===== config.mk =====
export PLATFORM = sky130hd
export DESIGN_NAME = sar_adc_ctrl
export DESIGN_NICKNAME = d
export VERILOG_FILES = /design/src/verilog/conv_clock_div.v /design/src/verilog/sar_adc_ctrl.v
export VERILOG_INCLUDE_DIRS = /design/src /design/src/verilog
export SDC_FILE = /design/constraint.sdc
export NUM_CORES = 1
export LEC_CHECK = 0
export ABC_CLOCK_PERIOD_IN_PS = 2500
export BUFFER_PORTS_ARGS = -buffer_cell sky130_fd_sc_hd__buf_2
export CAP_MARGIN = 0
export CORE_ASPECT_RATIO = 0.6
export CORE_UTILIZATION = 52
export DETAILED_ROUTE_END_ITERATION = 8
export PLACE_DENSITY = 0.86
export SETUP_SLACK_MARGIN = 0.3
export SYNTH_ARGS = -nofsm -noshare
export SYNTH_HDL_FRONTEND = slang
export SYNTH_HIERARCHICAL = 1
export SYNTH_SLANG_ARGS = --single-unit

===== constraint.sdc =====
create_clock -name clk_i -period 2.5 [get_ports clk_i]
set_clock_uncertainty 0.1 [all_clocks]
set_input_delay 0.125 -clock clk_i [delete_from_list [all_inputs] [get_ports clk_i]]
set_output_delay 0.125 -clock clk_i [all_outputs]
set_load 0.02 [all_outputs]

===== src/verilog/sar_adc_map.vh =====
// Register map, field positions and timing counts for the converter control
`ifndef SAR_ADC_MAP_VH
`define SAR_ADC_MAP_VH

`define ADDR_W 5
`define OFS_CONTROL 5'h00
`define OFS_RESULT_HIGH 5'h04
`define OFS_RESULT_LOW 5'h08
`define OFS_IRQ_STATUS 5'h0C
`define OFS_IRQ_MASK 5'h10

`define CTL_START 0
`define CTL_SPEED_LO 1
`define CTL_SPEED_HI 2
`define CTL_EOC 3
`define CTL_CHAN_LO 4
`define CTL_CHAN_HI 7

`define SPEED_DIV16 2'h0
`define SPEED_DIV8 2'h1
`define SPEED_DIV4 2'h2
`define SPEED_DIV1 2'h3

`define DIV16_LAST 4'hF
`define DIV8_LAST 4'h7
`define DIV4_LAST 4'h3
`define DIV1_LAST 4'h0

`define SETUP_LAST 4'h9
`define EDGES_LAST 2'h3
`define RESULT_BITS 10
`define SAR_MIDSCALE 10'h200
`define TOP_BIT 4'h9

`define CTL_RESET 8'h00
`define CHAN_RESET 4'h0
`define MASK_RESET 1'h0

`endif


===== src/verilog/conv_clock_div.v =====
// Conversion clock tick generator: one-cycle pulse per conversion clock period
`timescale 1ns/10ps
`default_nettype none
`include "sar_adc_map.vh"

module conv_clock_div (
   input wire clk_i,
   input wire rst_i,
   input wire run_i,
   input wire [1:0] speed_i,
   output reg tick_o
);

reg [3:0] count;
wire [3:0] last;

function [3:0] div_last;
   input [1:0] speed;
   begin
      case (speed)
         `SPEED_DIV16: div_last = `DIV16_LAST;
         `SPEED_DIV8: div_last = `DIV8_LAST;
         `SPEED_DIV4: div_last = `DIV4_LAST;
         default: div_last = `DIV1_LAST;
      endcase
   end
endfunction

assign last = div_last(speed_i);

// RULE3 period of four
always @(posedge clk_i or posedge rst_i)
begin
   if (rst_i)
   begin
      count <= 4'h0;
      tick_o <= 1'b0;
   end
   else if (!run_i)
   begin
      count <= 4'h0;
      tick_o <= 1'b0;
   end
   else if (count >= last)
   begin
      count <= 4'h0;
      tick_o <= 1'b1;
   end
   else
   begin
      count <= count + 4'h1;
      tick_o <= 1'b0;
   end
end

endmodule // conv_clock_div
`default_nettype wire


===== src/verilog/sar_adc_ctrl.v =====
// Successive-approximation converter control with Avalon-MM register slave
`timescale 1ns/10ps
`default_nettype none
`include "sar_adc_map.vh"

// What this block does and what software does around it
// RULE1 - Each result bit takes four conversion clock edges, ten bits in turn.
// RULE2 - Ten conversion clocks of set-up run before the first bit decision.
// RULE3 - Speed field value binary 10 gives a conversion clock of four oscillator periods.
// RULE4 - End-of-conversion flag becomes one when the sequence completes.
// RULE5 - Upper eight bits go to result high, lower two to result low.
// RULE6 - After loading results the block idles until software starts again.
// RULE7 - Software picks one of nine input channels before starting.
// RULE8 - Software sets the chosen analog pins to input mode beforehand.
// RULE9 - Software starts by writing one to control bit zero with channel and speed.
// RULE10 - Software polls control bit 3, zero while running, then reads result.
// RULE11 - At divide-by-sixteen, software waits three instruction slots before polling.
// RULE12 - Control bits 7 to 4 select the single connected input channel.
// RULE13 - Control bits 2 to 1 select the conversion clock speed.
// RULE14 - The approximation register starts at 200H and updates after each decision.
// RULE15 - A new conversion overwrites the stored result, read or not.
// RULE16 - Low result bits sit in bits 1:0, upper bits read zero.
module sar_adc_ctrl (
   input wire clk_i,
   input wire rst_i,
   input wire [`ADDR_W-1:0] address_i,
   input wire read_i,
   input wire write_i,
   input wire [31:0] writedata_i,
   input wire [3:0] byteenable_i,
   output reg [31:0] readdata_o,
   output reg waitrequest_o,
   input wire comp_i,
   output reg [9:0] dac_code_o,
   output reg [3:0] channel_sel_o,
   output reg busy_o,
   output reg irq_o
);

localparam ST_IDLE = 2'h0;
localparam ST_SETUP = 2'h1;
localparam ST_BITS = 2'h2;

reg [1:0] state;
reg [3:0] chan;
reg [1:0] speed;
reg eoc;
reg [9:0] sar;
reg [3:0] setup_cnt;
reg [3:0] bit_idx;
reg [1:0] edge_cnt;
reg [7:0] result_high;
reg [1:0] result_low;
reg irq_status;
reg irq_mask;
reg next_status;
reg [9:0] next_sar;
wire tick;
wire access;
wire bus_write;
wire start_req;
wire done;

assign access = (read_i | write_i) & waitrequest_o;
assign bus_write = write_i & ~waitrequest_o;
assign start_req = bus_write && address_i == `OFS_CONTROL && byteenable_i[0] && writedata_i[`CTL_START] &&
   state == ST_IDLE;
assign done = state == ST_BITS && tick && edge_cnt == `EDGES_LAST && bit_idx == 4'h0;

conv_clock_div conv_clock_div_i (
   .clk_i(clk_i),
   .rst_i(rst_i),
   .run_i(state != ST_IDLE),
   .speed_i(speed),
   .tick_o(tick)
);

function [31:0] read_mux;
   input [`ADDR_W-1:0] addr;
   input [7:0] ctl;
   input [7:0] hi;
   input [1:0] lo;
   input st;
   input mk;
   begin
      case (addr)
         `OFS_CONTROL: read_mux = {24'h000000, ctl};
         `OFS_RESULT_HIGH: read_mux = {24'h000000, hi};
         // RULE16 low bits aligned
         `OFS_RESULT_LOW: read_mux = {30'h00000000, lo};
         `OFS_IRQ_STATUS: read_mux = {31'h00000000, st};
         `OFS_IRQ_MASK: read_mux = {31'h00000000, mk};
         default: read_mux = 32'h00000000;
      endcase
   end
endfunction

// Bus handshake: waitrequest drops for exactly one cycle per access
always @(posedge clk_i or posedge rst_i)
begin
   if (rst_i)
   begin
      waitrequest_o <= 1'b1;
      readdata_o <= 32'h00000000;
   end
   else if (access)
   begin
      waitrequest_o <= 1'b0;
      // RULE10 busy shows as zero
      readdata_o <= read_mux(address_i, {chan, eoc, speed, state != ST_IDLE}, result_high, result_low,
         irq_status, irq_mask);
   end
   else
   begin
      waitrequest_o <= 1'b1;
   end
end

// Set wins over write-one-to-clear
always @*
begin
   next_status = irq_status;
   if (bus_write && address_i == `OFS_IRQ_STATUS && byteenable_i[0] && writedata_i[0])
   begin
      next_status = 1'b0;
   end
   if (done)
   begin
      next_status = 1'b1;
   end
end

// RULE14 decide one bit
always @*
begin
   next_sar = sar;
   if (!comp_i)
   begin
      next_sar[bit_idx] = 1'b0;
   end
   if (bit_idx != 4'h0)
   begin
      next_sar[bit_idx - 4'h1] = 1'b1;
   end
end

always @(posedge clk_i or posedge rst_i)
begin
   if (rst_i)
   begin
      irq_status <= 1'b0;
      irq_mask <= `MASK_RESET;
      irq_o <= 1'b0;
   end
   else
   begin
      irq_status <= next_status;
      if (bus_write && address_i == `OFS_IRQ_MASK && byteenable_i[0])
      begin
         irq_mask <= writedata_i[0];
         irq_o <= next_status & writedata_i[0];
      end
      else
      begin
         irq_o <= next_status & irq_mask;
      end
   end
end

always @(posedge clk_i or posedge rst_i)
begin
   if (rst_i)
   begin
      state <= ST_IDLE;
      chan <= `CHAN_RESET;
      speed <= 2'h0;
      eoc <= 1'b0;
      sar <= `SAR_MIDSCALE;
      setup_cnt <= 4'h0;
      bit_idx <= `TOP_BIT;
      edge_cnt <= 2'h0;
      result_high <= 8'h00;
      result_low <= 2'h0;
      dac_code_o <= `SAR_MIDSCALE;
      channel_sel_o <= 4'h0;
      busy_o <= 1'b0;
   end
   else
   begin
      // Channel and speed may change only while idle
      if (bus_write && address_i == `OFS_CONTROL && byteenable_i[0] && state == ST_IDLE)
      begin
         // RULE12 channel field
         chan <= writedata_i[`CTL_CHAN_HI:`CTL_CHAN_LO];
         channel_sel_o <= writedata_i[`CTL_CHAN_HI:`CTL_CHAN_LO];
         // RULE13 speed field
         speed <= writedata_i[`CTL_SPEED_HI:`CTL_SPEED_LO];
      end
      case (state)
         ST_IDLE:
         begin
            if (start_req)
            begin
               state <= ST_SETUP;
               eoc <= 1'b0;
               busy_o <= 1'b1;
               // RULE14 start at midscale
               sar <= `SAR_MIDSCALE;
               dac_code_o <= `SAR_MIDSCALE;
               setup_cnt <= 4'h0;
               bit_idx <= `TOP_BIT;
               edge_cnt <= 2'h0;
            end
         end
         ST_SETUP:
         begin
            // RULE2 ten set-up clocks
            if (tick)
            begin
               if (setup_cnt == `SETUP_LAST)
               begin
                  state <= ST_BITS;
               end
               else
               begin
                  setup_cnt <= setup_cnt + 4'h1;
               end
            end
         end
         ST_BITS:
         begin
            // RULE1 four edges per bit
            if (tick)
            begin
               edge_cnt <= edge_cnt + 2'h1;
               if (edge_cnt == `EDGES_LAST)
               begin
                  sar <= next_sar;
                  dac_code_o <= next_sar;
                  if (bit_idx == 4'h0)
                  begin
                     // RULE5 split result
                     // RULE15 overwrite old result
                     result_high <= next_sar[`RESULT_BITS-1:2];
                     result_low <= next_sar[1:0];
                     // RULE4 flag completion
                     eoc <= 1'b1;
                     busy_o <= 1'b0;
                     // RULE6 back to idle
                     state <= ST_IDLE;
                  end
                  else
                  begin
                     bit_idx <= bit_idx - 4'h1;
                  end
               end
            end
         end
         default:
         begin
            state <= ST_IDLE;
         end
      endcase
   end
end

endmodule // sar_adc_ctrl
`default_nettype wire


==> results of run 1 <==
worst max-delay path by stage:
stage | slack, ns | end | startpoint
after floorplan | 0.43 | sar[2]$_DFFE_PP0P_ | bit_idx[0]$_DFFE_PP1P_
after global placement | 0.41 | irq_o$_DFF_PP0_ | bit_idx[0]$_DFFE_PP1P_
after detailed placement | 0.37 | bit_idx[1]$_DFFE_PP0P_ | bit_idx[0]$_DFFE_PP1P_
after CTS | 0.35 | sar[2]$_DFFE_PP0P_ | bit_idx[0]$_DFFE_PP1P_
after global routing | 0.30 | irq_o$_DFF_PP0_ | bit_idx[0]$_DFFE_PP1P_
final | 0.41 | sar[2]$_DFFE_PP0P_ | bit_idx[0]$_DFFE_PP1P_
metal layers:
layer	vias up	track usage [%]	wire length, um
met5	-	0	0
met4	0	8.07	66
met3	8	9.40	538
met2	113	40.6	3200
met1	1229	31.9	3050
li1	1169	-	-
repair_timing:
| item | CTS | global route |
|---|---|---|
| hold endpoints to repair | 36 | 0 |
| hold buffers | 10 | 0 |
| setup endpoints to repair | 0 | 21 |
| resized for setup | 0 | 1 |
logic make-up after synthesis:
logic type / Yosys count
compound gates: 74
buf+inv: 47
simple gates: 102
fa+ha+maj: 13
xor+xnor: 3
mux: 16
other cells: 1
flops: 57
layout by cell type (no fill, tap or decap), types with 10 or more instances in the layout:
master and instances:
o21ai_1 17, dfrtp_1 53, ha_1 12, buf_2 42, o21ai_0 21, conb_1 24, nand2_1 38, clkbuf_8 10
dlygate4sd3_1 10, nand3_1 18
critical path: cells and delay by family, from the launching register on:
kind	cells	cell delay, ns
DFF	1	0.66
AOI/OAI and AO/OA	2	0.29
and+or+nand+nor	2	0.51
adders and majority gates	1	0.30
buffers and inverters	1	0.14
cell type report:
cell class                 count  area [sq um]  share of cell area (%)
inverter                       8          30.0                   0.823
clock inverter                 5           103                    2.81
tap                           80           100                    2.74
multi-input combinational    232          1480                    40.6
clock buffer                  11           141                    3.88
timing repair buffer          59           363                    9.95
sequential                    57          1430                    39.2
where the power goes:
part           switching [uW]  total (uW)  internal, uW  leakage [uW]
registers                 112        1130          1020      0.000650
logic                     246         424           178       0.00100
clock network             370        1060           688      0.000120
total                     729        2610          1890       0.00177
stage by stage:
| stage | power, uW | setup slack, ns |
|---|---|---|
| after detailed placement | 1550 | 0.366 |
| after CTS | 2630 | 0.351 |
| after floorplan | 1460 | 0.427 |
| after global routing | 2750 | 0.303 |
| after global placement | 1530 | 0.414 |
| final | 2610 | 0.410 |
flip-flops by register name, summed over array words and instances (netlist names):
register / count
bit_idx: 4
busy_o: 1
chan: 4
conv_clock_div_i/count: 4
conv_clock_div_i/tick_o: 1
edge_cnt: 2
eoc: 1
irq_mask: 1
irq_o: 1
irq_status: 1
readdata_o: 8
result_high: 8
result_low: 2
sar: 10
setup_cnt: 4
speed: 2
state: 2
waitrequest_o: 1
==> impl_metrics.tcl, run 1 <==
set metrics [dict create \
    netlist.area_leader.share_pct 42.7 \
    setup_viol 0 \
    synth-simple-area-share_pct 18.0 \
    ys_ff_latch 57 \
    routed_via_density 5.57 \
    final_core_util_pct 64.3 \
    muxShareOfSynthArea_pct 5.84 \
    tightest_slew_ns 0.509 \
    critPathRequiredTime_ns 2.65 \
    hold_path_depth 4 \
    fin_setup_tns_ns 0 \
    finish.instance_area_sq_um 3650 \
    p_leak_uw 0.00177 \
    grt_max_degree 26 \
    area_delta_synth_final_pct 17.4 \
    insertion_delay_ns 0.34 \
    post-synth-top-count-cell "dfrtp_1" \
    grt_util_all_layers_pct 25.1 \
    holdCritPathClass "input pin to register" \
    period_needed_ns 2.09 \
    fp.dieW_um 102 \
    final_cells 452 \
    clockBufferDepth 2 \
    place.port_buffers 42 \
    max_slew_margin_pct 66.0 \
    timing.rr.end "sar[2]$_DFFE_PP0P_" \
    synth.avg_cell_area_sq_um 9.93 \
    gp_routability_congestion 0.910 \
    place_area_sq_um 3300 \
    slew_viol_final 0 \
    fmax_mhz 479 \
    antennaDiodeCount 0 \
    crit_path_end_kind "register" \
    worstHoldStart "address_i[0]" \
    whs_ns 0.0230 \
    fp.dieH_um 61.9 \
    first_pass_iters 5 \
    worstPathArrival_ns 2.24 \
    vias 2519 \
    hold_viol_final 0 \
    drcViolationCount 0 \
    async_flop_share_pct 100 \
    synthFlopType "dfrtp_1" \
    crit_type "register to register" \
    grt_overflow 0 \
    postRouteAntennaNets 0 \
    reg2reg_from "bit_idx[0]$_DFFE_PP1P_" \
    core-area_sq_um 5680 \
    final.fill_count 454 \
    min_to "readdata_o[1]$_DFFE_PP0P_" \
    ys_types 60 \
    cp_max_fo 11 \
    grt_pass1_vias 2387 \
    drive_gt1_share_pct 23.9 \
    synth_fa_ha_area_share_pct 5.24 \
    nets 426 \
    cts_root_buffer "clkbuf_8" \
    wl_mm 6.85 \
    syn_area_sq_um 3110 \
    rsz0062_at_grt "no" \
    initial_core_util_pct 54.7 \
    synth-compound-area-share_pct 14.7 \
    irDropWorstVdd_mv 0.632 \
    rrSetupSlack_ns 0.41 \
    placedCellCount 426 \
    htree_levels 3 \
    outcome "complete, no violations" \
    post-dp-hpwl_mm 4.87 \
    syn_inst 313 \
    num_rows 21 \
    timing.final.crit_share_pct 83.6 \
    cts_tree "yes" \
    critPathMaxStageDelay_ns 0.66 \
    clkSinkCount 57 \
    antenna_found_initial 0 \
    ios 95 \
    rr_worst_depth 6 \
    synth_top_family_by_area "simple AND/OR/NAND/NOR gates" \
    worstSetupStartpointType "register" \
    clk_pin_slew_worst_paths_ns 0.06 \
    p_per_area_nw_per_um2 716 \
    drt_iter0_drc 226 \
    yosys_warnings 6 \
    post-cts-setup-buffers 0 \
    cts_made_buffers 9 \
    cpMaxStageDelayCell "dfstp_2" \
    dieArea_sq_um 6300 \
    yosysTopAreaCell "dfrtp_1" \
    cap_violations 0 \
    cp_cell_sequence "inv_1, ha_2, nor3_1, nor2b_1, a21oi_1, o22ai_1" \
    wl_per_cell_um 15.2 \
    ys_top_cells_by_area "dfrtp_1 43%, buf_4 6.0%, ha_1 5.2%, nand2_1 4.6%, dfstp_2 3.4%" \
    synth_xor_area_share_pct 0.846 \
    ys_seq_area_share_pct 46.1 \
    netlist_top_cells_count "53 x dfrtp_1, 38 x nand2_1, 25 x buf_4, 21 x o21ai_0, 18 x nand3_1" \
    synth_edf_count 0 \
    grt_pass1_wl_mm 11.5 \
]
Note: power is estimated with default switching activity, not from simulation.
==> inputs of run 2 (changes only) <==
- ABC_AREA: not set -> 1
- ABC_CLOCK_PERIOD_IN_PS: 2500 -> 1800
- CORE_UTILIZATION: 52 -> 47
- PLACE_DENSITY: 0.86 -> 0.81
- clock period: 2.5 -> 1.8 ns (I/O delays scaled with it)
==> run 2 against run 1 <==
  * Area after synthesis grew 4.8%
  * Power grew 34%
  * Clock-buffer cell count grew 2
  * Non-clock buffer count grew 20
  * Setup slack lost 0.24 ns
  * Core utilization grew 0.65 points
  * Sequential share of layout area shrank 6.2 points
  * Wire length grew 15%
  * Sequential cell count is the same
==> impl_metrics.tcl, run 2 <==
set metrics [dict create \
    period_needed_ns 1.63 \
    timing.final.crit_share_pct 90.3 \
    final_cells 591 \
    ys_top_cells_by_area "dfrtp_1 41%, nand2_1 17%, buf_4 5.8%, inv_1 5.3%, o21ai_0 5.1%" \
    cp-endpoint "sar[2]$_DFFE_PP0P_" \
    insertion_delay_ns 0.33 \
    ys_types 31 \
    rr_worst_depth 9 \
    synth.avg_cell_area_sq_um 7.86 \
    fp.dieW_um 109 \
    largest_reg_flops 10 \
    wl_per_cell_um 13.3 \
    drcViolationCount 0 \
    antenna_found_initial 0 \
    p_per_area_nw_per_um2 809 \
    setup_viol 0 \
    synthFlopType "dfrtp_1" \
    irDropWorstVdd_mv 0.575 \
    clockBufferDepth 2 \
    htree_levels 3 \
    reg2reg_from "bit_idx[0]$_DFFE_PP1P_" \
    ys_seq_area_share_pct 44.0 \
    initial_core_util_pct 48.7 \
    syn_inst 414 \
    vias 2905 \
    synth_edf_count 0 \
    drt_iter0_drc 216 \
    cap_violations 0 \
    grt_overflow 0 \
    dieArea_sq_um 7270 \
    clkSinkCount 57 \
    rsz0062_at_grt "yes" \
    clk_pin_slew_worst_paths_ns 0.05 \
    ios 95 \
    grt_max_degree 38 \
    final_core_util_pct 64.9 \
    final_common_cell "nand2_1" \
    layout_setup_ws_ns 0.174 \
    top_register "sar" \
    cp_max_fo 6 \
    antennaDiodeCount 0 \
    netlist_top_cells_count "147 x nand2_1, 53 x dfrtp_1, 46 x inv_1, 33 x o21ai_0, 25 x buf_4" \
    netlist.area_leader.share_pct 40.8 \
    num_rows 23 \
    critPathRequiredTime_ns 1.97 \
    drive_gt1_share_pct 34.7 \
    largest_registers "sar (10), readdata_o (8), result_high (8)" \
    yosys_warnings 6 \
    yosysTopAreaCell "dfrtp_1" \
    routed_via_density 4.92 \
    busiest_layer "met1" \
    worstPathArrival_ns 1.79 \
    gp_routability_congestion 0.961 \
    outcome "complete, no violations" \
    nets 558 \
    place.port_buffers 42 \
    core-area_sq_um 6680 \
    crit_type "register to register" \
    async_flop_share_pct 100 \
    grtUsageMet1_pct 32.6 \
    timing.rr.end "sar[2]$_DFFE_PP0P_" \
    cts_tree "yes" \
    postRouteAntennaNets 0 \
    cts_made_buffers 9 \
    fmax_mhz 615 \
    critPathLaunch "bit_idx[0]$_DFFE_PP1P_" \
    final_cell_mix "119 x nand2_1, 52 x dfrtp_1, 42 x buf_2, 37 x inv_1, 27 x nand2_2" \
    slew_viol_final 0 \
    post-dp-hpwl_mm 5.22 \
    crit_path_end_kind "register" \
    cts_root_buffer "clkbuf_16" \
    first_pass_iters 5 \
    post-synth-top-count-cell "nand2_1" \
    worstSetupStartpointType "register" \
    fin_setup_tns_ns 0 \
    grt_util_all_layers_pct 22.5 \
    p_leak_uw 0.00232 \
    grt_pass1_wl_mm 12.0 \
    grt_pass1_vias 2458 \
    met3_usage_pct 7.93 \
    holdCritPathClass "input pin to register" \
    placedCellCount 541 \
    wl_mm 7.88 \
    place_ws_ns 0.0485 \
    rrSetupSlack_ns 0.17 \
    use_met2_pct 30.5 \
    ys_ff_latch 57 \
    finalPower_uw 3510 \
    area_delta_synth_final_pct 33.2 \
    hold_viol_final 0 \
    syn_area_sq_um 3250 \
    fp.dieH_um 66.5 \
]
-- run 2: changes by cell type in the layout (fill, tap and decap cells not counted), moves of 8 or more --
| cell | change |
|---|---|
| buf_4 | +19 |
| clkbuf_16 | +9 |
| clkbuf_8 | -10 |
| inv_1 | +30 |
| inv_2 | +9 |
| nand2_1 | +81 |
| nand2_2 | +26 |
| nand4_1 | +9 |
| nor2_4 | +8 |
| o21ai_1 | -11 |
| o21ai_2 | +10 |
-- run 2: logic make-up after synthesis --
family | count (synthesis) | synth area share [%]
AOI/OAI and AO/OA | 47 | 8.57
xor gates and xnor gates | 2 | 0.538
adders and majority gates | 13 | 5.00
buffers and inverters | 81 | 12.9
DFF | 57 | 44.0
muxes | 1 | 0.308
other | 1 | 0.115
and+or+nand+nor | 212 | 28.6
-- run 2: timing repair --
action,CTS,global route
gates resized for setup,41,47
endpoints found under the setup margin,33,50
cloned,0,1
hold endpoints to repair,61,0
hold buffers,9,0
setup buffers,12,12
pin swaps,9,18
-- run 2: area by class of cell --
cell class	instances	area (sq um)
Clock inverter	3	42.5
Multi-Input combinational cell	300	1780
Sequential cell	57	1430
Fill cell	544	2340
Inverter	52	206
Timing Repair Buffer	79	527
Tap cell	87	109
Clock buffer	13	240
-- run 2: layer usage --
layer / vias up / wire (um)
met5: - / 0
met2: 95 / 3380
met4: 0 / 171
met3: 19 / 542
met1: 1354 / 3780
li1: 1437 / -
-- run 2: report_power, final --
part           switching (uW)  internal (uW)  total (uW)
sequential               46.9           1340        1390
clock                     554           1070        1620
combinational             325            174         499
-- run 2: worst max-delay path, stage by stage, from the launching register on --
cell	delay, ns
dfstp_2	0.58
inv_4	0.05
ha_4	0.18
nand2_4	0.09
nand2_4	0.10
nor2_4	0.17
nand2_1	0.09
nand2_2	0.09
nand2_1	0.06
nand2_1	0.06
-- run 2: worst min path at each step --
stage	from	depth (start not counted)	end	slack [ns]
finish	address_i[4]	3	irq_mask$_DFFE_PP0P_	0.08
global route	address_i[4]	3	irq_mask$_DFFE_PP0P_	0.11
CTS	address_i[3]	4	irq_status$_DFF_PP0_	0.07
detailed placement	rst_i	2	conv_clock_div_i/count[3]$_DFF_PP0_	-0.07
global placement	rst_i	2	conv_clock_div_i/count[3]$_DFF_PP0_	-0.09
floorplan	rst_i	1	conv_clock_div_i/count[0]$_DFF_PP0_	-0.23
-- run 2: through the flow --
stage,hold slack (ns),cell area [sq um]
after floorplan,-0.231,3370
after global placement,-0.0868,3510
after detailed placement,-0.0744,3510
after CTS,0.0690,4080
after global routing,0.109,4340
final,0.0780,4340
